--- config.mk ---
export PLATFORM = sky130hd
export DESIGN_NAME = ilod_decode
export DESIGN_NICKNAME = d
export VERILOG_FILES = /design/src/pkg/ilod_pkg.sv /design/src/rtl/ilod_decode.sv
export SDC_FILE = /design/constraint.sdc
export NUM_CORES = 1
export LEC_CHECK = 0
export ABC_AREA = 0
export BUFFER_PORTS_ARGS = -buffer_cell sky130_fd_sc_hd__buf_4
export CAP_MARGIN = 40
export CELL_PAD_IN_SITES_DETAIL_PLACEMENT = 1
export CELL_PAD_IN_SITES_GLOBAL_PLACEMENT = 1
export CORE_ASPECT_RATIO = 2
export CORE_MARGIN = 5
export CORE_UTILIZATION = 44
export CTS_CLUSTER_SIZE = 14
export DETAILED_ROUTE_END_ITERATION = 6
export GPL_ROUTABILITY_DRIVEN = 0
export PLACE_DENSITY = 0.95
export REMOVE_ABC_BUFFERS = 1
export SYNTH_ARGS = -nofsm -noshare
export SYNTH_HDL_FRONTEND = slang
export SYNTH_SLANG_ARGS = --single-unit
--- constraint.sdc ---
create_clock -name ref_clk -period 3.35 [get_ports ref_clk]
set_clock_uncertainty 0.1 [all_clocks]
set_input_delay 0.1675 -clock ref_clk [delete_from_list [all_inputs] [get_ports ref_clk]]
set_output_delay 0.1675 -clock ref_clk [all_outputs]
set_load 0.1 [all_outputs]
--- src/pkg/ilod_pkg.sv ---
package ilod_pkg;
    // register byte offsets on the apb side
    localparam logic [7:0]  OFF_CTRL     = 8'h00;
    localparam logic [7:0]  OFF_FP       = 8'h04;
    localparam logic [7:0]  OFF_BANK     = 8'h08;
    localparam logic [7:0]  OFF_RETTOP   = 8'h0c;
    localparam logic [7:0]  OFF_INSTR    = 8'h10;
    localparam logic [7:0]  OFF_ADDR     = 8'h14;
    localparam logic [7:0]  OFF_PC       = 8'h18;
    localparam logic [7:0]  OFF_STAT     = 8'h1c;
    // field positions
    localparam int          CTRL_EXT_BIT = 0;
    localparam int          ACC_BIT      = 8;
    localparam int          DEST_BIT     = 9;
    // reset values
    localparam logic        EXT_RST      = 1'b0;
    localparam logic [11:0] FP_RST       = 12'h000;
    localparam logic [3:0]  BANK_RST     = 4'h0;
    localparam logic [15:0] RETTOP_RST   = 16'h0000;
    localparam logic [15:0] PC_RST       = 16'h0000;
    localparam logic [11:0] ADDR_RST     = 12'h000;
    // opcode decode constants
    localparam logic [7:0]  PSUB_HI      = 8'he9;   // pointer-subtract opcode byte
    localparam logic [1:0]  SEL_RETURN   = 2'b11;   // frame pointer plus return
    localparam logic [7:0]  OFFSET_MAX   = 8'h5f;   // largest indexed operand
    localparam logic [3:0]  ACC_HI_BANK  = 4'hf;    // upper half of access bank
    localparam logic [3:0]  NIB_FIRST    = 4'h1;
    localparam logic [3:0]  NIB_LAST     = 4'hb;
    localparam logic [3:0]  NIB_BIT_LO   = 4'h7;

    typedef struct packed {
        logic        valid;
        logic [15:0] word;
    } ilod_instr_t;

    typedef struct packed {
        logic        valid;     // one-cycle pulse per file access
        logic [11:0] addr;
        logic        destToW;
        logic        indexed;
    } ilod_mem_t;
endpackage : ilod_pkg

--- src/rtl/ilod_decode.sv ---
`timescale 1ns/1ps
module ilod_decode (
    input  wire logic                 ref_clk,
    input  wire logic                 rst_n,
    input  wire ilod_pkg::ilod_instr_t coreInstr,
    output logic                      instrReady,
    output ilod_pkg::ilod_mem_t       memReq,
    output logic                      pcLoad,
    output logic [15:0]               pcNext,
    output logic [11:0]               framePointer,
    input  wire logic                 psel,
    input  wire logic                 penable,
    input  wire logic                 pwrite,
    input  wire logic [7:0]           paddr,
    input  wire logic [31:0]          pwdata,
    output logic [31:0]               prdata,
    output logic                      pready,
    output logic                      pslverr
);
    logic                extEn_q;
    logic [11:0]         fp_q;
    logic [3:0]          bank_q;
    logic [15:0]         retTop_q;
    logic [15:0]         instr_q;
    logic                busy_q;
    logic                ready_q;
    logic                lastRet_q;
    ilod_pkg::ilod_mem_t mem_q;
    logic                pcLoad_q;
    logic [15:0]         pc_q;
    logic [31:0]         prdata_q;
    logic                pready_q;
    logic                pslverr_q;

    // operand address: indexed, access bank or banked
    function automatic logic [11:0] effAddr(input logic [15:0] w, input logic ext,
                                            input logic [11:0] fp, input logic [3:0] bank);
        logic [7:0] f;
        f = w[7:0];
        if (w[ilod_pkg::ACC_BIT]) begin
            effAddr = {bank, f};
        end else if (ext && f <= ilod_pkg::OFFSET_MAX) begin
            effAddr = 12'(fp + {4'h0, f});
        end else if (f <= ilod_pkg::OFFSET_MAX) begin
            effAddr = {4'h0, f};
        end else begin
            effAddr = {ilod_pkg::ACC_HI_BANK, f};
        end
    endfunction : effAddr

    // apb phase decode
    // a write lands only at the edge where the access phase meets ready
    wire         apbSetup  = psel && !penable;
    wire         apbDone   = psel && penable && pready_q;
    wire         apbWr     = apbDone && pwrite;
    wire         mapped    = (paddr[1:0] == 2'b00) && (paddr <= ilod_pkg::OFF_STAT);
    wire         wrCtrl    = apbWr && paddr == ilod_pkg::OFF_CTRL;
    wire         wrFp      = apbWr && paddr == ilod_pkg::OFF_FP;
    wire         wrBank    = apbWr && paddr == ilod_pkg::OFF_BANK;
    wire         wrRet     = apbWr && paddr == ilod_pkg::OFF_RETTOP;
    wire         wrInstr   = apbWr && paddr == ilod_pkg::OFF_INSTR;

    // issue: the core port wins; a register issue meeting it is dropped
    wire         issueValid = !busy_q && (coreInstr.valid || wrInstr);
    wire [15:0]  issueWord  = coreInstr.valid ? coreInstr.word : pwdata[15:0];

    // class decode
    wire         isPsub     = issueWord[15:8] == ilod_pkg::PSUB_HI;
    wire         isSubRet   = isPsub && issueWord[7:6] == ilod_pkg::SEL_RETURN;
    wire [3:0]   nib        = issueWord[15:12];
    // nibble 0 with bits 11:9 clear holds control ops with no file operand
    wire         isFileOp   = (nib >= ilod_pkg::NIB_FIRST && nib <= ilod_pkg::NIB_LAST)
                              || (nib == 4'h0 && issueWord[11:9] != 3'b000);
    wire         isBitOp    = nib >= ilod_pkg::NIB_BIT_LO;
    wire [5:0]   lit        = issueWord[5:0];
    // unsigned literal; a borrow past bit 11 wraps like the pointer itself
    wire [11:0]  fpSub      = fp_q - {6'h00, lit};
    wire [11:0]  addrNext   = effAddr(issueWord, extEn_q, fp_q, bank_q);
    wire         idxNext    = extEn_q && !issueWord[ilod_pkg::ACC_BIT]
                              && issueWord[7:0] <= ilod_pkg::OFFSET_MAX;
    // bit ops write back to the file; byte ops obey the destination bit
    wire         toWNext    = !isBitOp && !issueWord[ilod_pkg::DEST_BIT];

    // read mux
    logic [31:0] rdMux;
    always_comb begin
        case (paddr)
            ilod_pkg::OFF_CTRL:   rdMux = {31'h0, extEn_q};
            ilod_pkg::OFF_FP:     rdMux = {20'h0, fp_q};
            ilod_pkg::OFF_BANK:   rdMux = {28'h0, bank_q};
            ilod_pkg::OFF_RETTOP: rdMux = {16'h0, retTop_q};
            ilod_pkg::OFF_INSTR:  rdMux = {16'h0, instr_q};
            ilod_pkg::OFF_ADDR:   rdMux = {18'h0, mem_q.indexed, mem_q.destToW, mem_q.addr};
            ilod_pkg::OFF_PC:     rdMux = {16'h0, pc_q};
            ilod_pkg::OFF_STAT:   rdMux = {30'h0, lastRet_q, busy_q};
            default:              rdMux = 32'h0;
        endcase
    end

    // apb answer: no wait state, data captured in setup
    // capturing in setup keeps the read mux off the ready path
    always_ff @(posedge ref_clk or negedge rst_n) begin
        if (!rst_n) begin
            prdata_q  <= 32'h0;
            pready_q  <= 1'b0;
            pslverr_q <= 1'b0;
        end else begin
            pready_q  <= apbSetup;
            pslverr_q <= apbSetup && !mapped;
            prdata_q  <= apbSetup && !pwrite ? rdMux : 32'h0;
        end
    end

    // software settings
    always_ff @(posedge ref_clk or negedge rst_n) begin
        if (!rst_n) begin
            extEn_q  <= ilod_pkg::EXT_RST;
            bank_q   <= ilod_pkg::BANK_RST;
            retTop_q <= ilod_pkg::RETTOP_RST;
            instr_q  <= 16'h0000;
        end else begin
            if (wrCtrl)    extEn_q  <= pwdata[ilod_pkg::CTRL_EXT_BIT];
            if (wrBank)    bank_q   <= pwdata[3:0];
            if (wrRet)     retTop_q <= pwdata[15:0];
            if (issueValid) instr_q <= issueWord;
        end
    end

    // frame pointer: the instruction update beats a software write
    // a racing software write is lost, so firmware must not overlap a return
    always_ff @(posedge ref_clk or negedge rst_n) begin
        if (!rst_n) begin
            fp_q <= ilod_pkg::FP_RST;
        end else if (issueValid && isSubRet) begin
            fp_q <= fpSub;
        end else if (wrFp) begin
            fp_q <= pwdata[11:0];
        end
    end

    // return sequencing: second cycle idles and refuses issue
    // pc stands until the next return, so the core may load it late
    always_ff @(posedge ref_clk or negedge rst_n) begin
        if (!rst_n) begin
            busy_q    <= 1'b0;
            lastRet_q <= 1'b0;
            pcLoad_q  <= 1'b0;
            pc_q      <= ilod_pkg::PC_RST;
        end else begin
            busy_q   <= issueValid && isSubRet;
            pcLoad_q <= issueValid && isSubRet;
            if (issueValid) lastRet_q <= isSubRet;
            if (issueValid && isSubRet) pc_q <= retTop_q;
        end
    end

    // ready has its own flop so the output needs no gate behind it
    always_ff @(posedge ref_clk or negedge rst_n) begin
        if (!rst_n) begin
            ready_q <= 1'b1;
        end else begin
            ready_q <= !(issueValid && isSubRet);
        end
    end

    // data memory request
    // address fields hold between pulses so software can read the last one
    always_ff @(posedge ref_clk or negedge rst_n) begin
        if (!rst_n) begin
            mem_q <= '{valid: 1'b0, addr: ilod_pkg::ADDR_RST, destToW: 1'b0, indexed: 1'b0};
        end else begin
            mem_q.valid <= issueValid && isFileOp;
            if (issueValid && isFileOp) begin
                mem_q.addr    <= addrNext;
                mem_q.destToW <= toWNext;
                mem_q.indexed <= idxNext;
            end
        end
    end

    assign instrReady   = ready_q;
    assign memReq       = mem_q;
    assign pcLoad       = pcLoad_q;
    assign pcNext       = pc_q;
    assign framePointer = fp_q;
    assign prdata       = prdata_q;
    assign pready       = pready_q;
    assign pslverr      = pslverr_q;
endmodule : ilod_decode

==> reports/results.tsv <==
stage	metric	value	unit
cts	clock-pin slew reported for the worst setup and hold paths after clock tree synthesis	0.07	ns
hold_path	min-delay worst type	in -> reg	
finish	share of layout cells above drive strength 1	24.9	%
global_route	GR Overflow Total	0	
drt	final wirelength	23.0	mm
placement	PortBufs	108	
logic_synthesis	area share of the largest cell type after synthesis	43.7	%
setup_path	reg2reg setup slack	0.45	ns
timing	fin crit period	3.09	ns
drt	vias	5620	
finish	nets@finish	809	
cts	setup bufs post-CTS	0	
drt	DRC violations left	0	
pwr	Max IR drop VDD	0.315	mV
finish	Final Cell Area	7160	sq um
die	boundary pin count	141	
setup_path	crit-path max cell delay	0.54	ns
timing	fmax	0.323	GHz
setup_path	CP delay by family, top	compound AO/OA/AOI/OAI gates	
logic_synthesis	Synth area leader	dfrtp_1	
cts	CTS Root Cell	clkbuf_16	
pwr	Internal Power	2.07	mW
logic_synthesis	Synth async-reset ratio	100	%
setup_path	Critical Path RT	3.53	ns
cts	CTS tree	built	
cts	maximum clock path buffer count	2	
timing	Final Max Slew Viols	0	
cts	CTS buffer count	9	
logic_synthesis	synthesized area	5730	sq um
timing	Tightest Pin Transition	0.907	ns
placement	placed cell area	6710	sq um
run_status	status	complete, no violations	
setup_path	Max FO, Critical Path	5	
logic_synthesis	#FFs+latches synth	101	
drt	antenna-violating nets left	0	
setup_path	kind of critical path	in -> reg	
logic_synthesis	sequential fraction of the synthesis area	44.2	%
die	num rows	59	
finish	n_diodes	0	
pwr	P_leak	3.42	nW
cts	number of clock sinks	101	
setup_path	Bufs and invs on worst path	2	
die	Die W	90.7	microns
timing	Setup WS post-layout	0.258	ns
pwr	pwr dens	447	nW/um^2
job	max cap viols	0	
global_route	vias in the first global route	6287	
logic_synthesis	Avg Inst Size Synth	9.37	sq um
drt	vias per cell	6.33	
logic_synthesis	Synth cell types	58	
global_route	pin count of the biggest net entering global routing	64	
die	Starting Density	44.3	%
logic_synthesis	Synth area leaders	dfrtp_1, mux2i_1, mux2_2, a21oi_1, nand2_1	
timing	Tcrit/Tclk final	92.3	%
timing	RSZ-0062 raised after global routing	no	
logic_synthesis	Primary FF master, synth	dfrtp_1	
pwr	Switch Pwr	1.13	mW
pwr	Comb pwr share	23.9	%
placement	Detail Placement HPWL	15.8	mm
finish	sequential cell area	2530	sq um
die	Core Region	12900	sq um
finish	Multi-input gate area	2920	sq um
timing	relative slew slack	39.6	%
timing	Final Hold Fails	0	
pwr	Sw Ratio	35.3	%
setup_path	startpoint types	primary input	
global_route	Global Route Usage Sum	29.2	%
die	Die ar.	15500	sq um
global_route	initial antenna violation count	0	
drt	first-pass detailed-route iteration total	5	
logic_synthesis	synthesized instance count	611	
setup_path	critical path, cell by cell	dlygate4sd3_1 > buf_4 > mux2i_2 > ha_1 > nor2b_1 > nor3_1 > o41a_1 > o21ai_0 > mux2i_1 > nor2_1 > o22ai_1	
drt	wire length per cell	25.9	microns
setup_path	CP endpoint kind	flip-flop	
timing	final setup fails	0	
die	die height	171	microns
placement	worst slack, placed	0.216	ns
logic_synthesis	Synth warnings	0	
setup_path	CP max-delay cell	dlygate4sd3_1	
drt	DRT iter0 DRCs	485	
cts	Skew-Pair Late Insertion Delay	0.36	ns
setup_path	Worst EP arrival	3.27	ns
cts	H-tree Lvls	3	
logic_synthesis	number of synthesized flops with an enable pin	0	
pwr	Clk network pwr share	34.5	%
finish	Layout fillers	1479	
pwr	Flop pwr share	41.7	%
timing	total negative slack	0	ns
global_route	first-pass GRT wire length	35.1	mm
finish	synthesis-to-finish area growth	25.0	%
==> routing by layer <==
layer,up-vias,GRT usage [%],part of all wire [%]
met2,350,52.1,51
met3,147,5.16,6.4
met5,-,0,0
met4,0,24.9,9.4
met1,2773,28.8,33
li1,2350,-,-
==> repair_timing <==
item,in CTS,in global routing
endpoints found under the hold margin,98,0
hold buffers,14,0
endpoints found under the setup margin,0,2
gates resized for setup,0,1
==> flip-flops by register name, indices dropped and copies added, names as in the netlist, 4 cells and up <==
signal	count
retTop_q	16
prdata	16
memReq	15
pcNext	16
framePointer	12
instr_q	16
bank_q	4
==> layout make-up <==
class                   instances  share of cell area (%)
inverters                      24                    1.26
flip-flops and latches        101                    35.3
clock inverters                 5                   0.821
clock buffers                  11                    3.39
well taps                     152                    2.66
repair buffers                143                    15.8
multi-input cells             452                    40.8
==> synthesized netlist by cell type, drive strengths merged (2+ instances only) <==
| cell type | number |
|---|---|
| or4 | 4 |
| clkbuf | 22 |
| mux2i | 32 |
| nand3b | 5 |
| nor4 | 9 |
| xor2 | 3 |
| o21ai | 23 |
| ha | 14 |
| o21bai | 3 |
| a21o | 2 |
| nor2b | 9 |
| nand2 | 76 |
| dfrtp | 100 |
| a32o | 4 |
| mux2 | 30 |
| a221oi | 5 |
| or3 | 6 |
| nand2b | 7 |
| a22oi | 11 |
| a32oi | 2 |
| fa | 2 |
| and3 | 6 |
| o22ai | 3 |
| nor3 | 12 |
| o211ai | 6 |
| a21boi | 2 |
| nor2 | 65 |
| nand3 | 13 |
| inv | 24 |
| o21a | 2 |
| a31oi | 3 |
| a21oi | 57 |
| xnor2 | 6 |
| buf | 27 |
==> placed cells by master (no fill, tap or decap), types with 4 or more instances in the layout <==
cell type	n
buf_4	128
a22oi_1	11
a32o_1	4
a221oi_1	5
o211ai_1	6
nand3b_1	5
inv_1	24
nand2_1	76
nor2_1	65
conb_1	16
nor4_1	4
nor2b_1	9
or3_1	6
clkbuf_16	9
a21oi_1	57
mux2_2	28
o21ai_0	23
dlygate4sd3_1	14
nor3_1	12
nand3_1	13
nand2b_1	7
xnor2_1	6
ha_1	14
mux2i_1	31
and3_1	6
dfrtp_1	100
==> power groups by stage <==
stage / combinational [mW] / sequential, mW / clock, mW
2_1_floorplan: 0.262 / 1.56 / 0
3_3_place_gp: 0.703 / 1.35 / 0
3_5_place_dp: 0.734 / 1.35 / 0
4_1_cts: 0.759 / 1.33 / 1.11
5_1_grt: 0.797 / 1.34 / 1.14
6_report: 0.765 / 1.33 / 1.10
==> cells by family (layout without fill, tap and decap cells) <==
kind of cell / Yosys count / count (layout) / share of synthesized area (%)
and+or+nand+nor: 217 / 217 / 18.2
AOI/OAI and AO/OA: 131 / 131 / 14.4
DFF: 101 / 101 / 44.2
buffers and inverters: 73 / 183 / 6.16
muxes: 63 / 63 / 11.9
adders and majority gates: 16 / 16 / 3.76
xor gates and xnor gates: 9 / 9 / 1.38
other: 1 / 16 / 0.0655
==> final timing paths <==
path                                  from          endpoint  cells after the start
worst min-delay path            pwdata[10]      retTop_q[10]                      2
worst min register to register   lastRet_q         lastRet_q                      1
worst max-delay path             pwdata[1]        memReq[13]                     11
max in group asynchronous            rst_n        instr_q[4]                      4
worst max register to register      pready  framePointer[11]                      7
min in group asynchronous            rst_n         prdata[6]                      2
==> metrics by stage <==
stage / power (mW) / cells / utilization (%) / hold WS, ns
floorplan: 1.82 / 577 / - / -0.228
global placement: 2.05 / 857 / 51.8 / 0.227
detailed placement: 2.09 / 858 / 52.0 / -0.104
CTS: 3.19 / 888 / 55.4 / 0.00132
global route: 3.28 / 888 / 55.4 / 0.00526
finish: 3.20 / 888 / 55.4 / 0.0102
No activity file was read; power rests on OpenSTA's default activity.
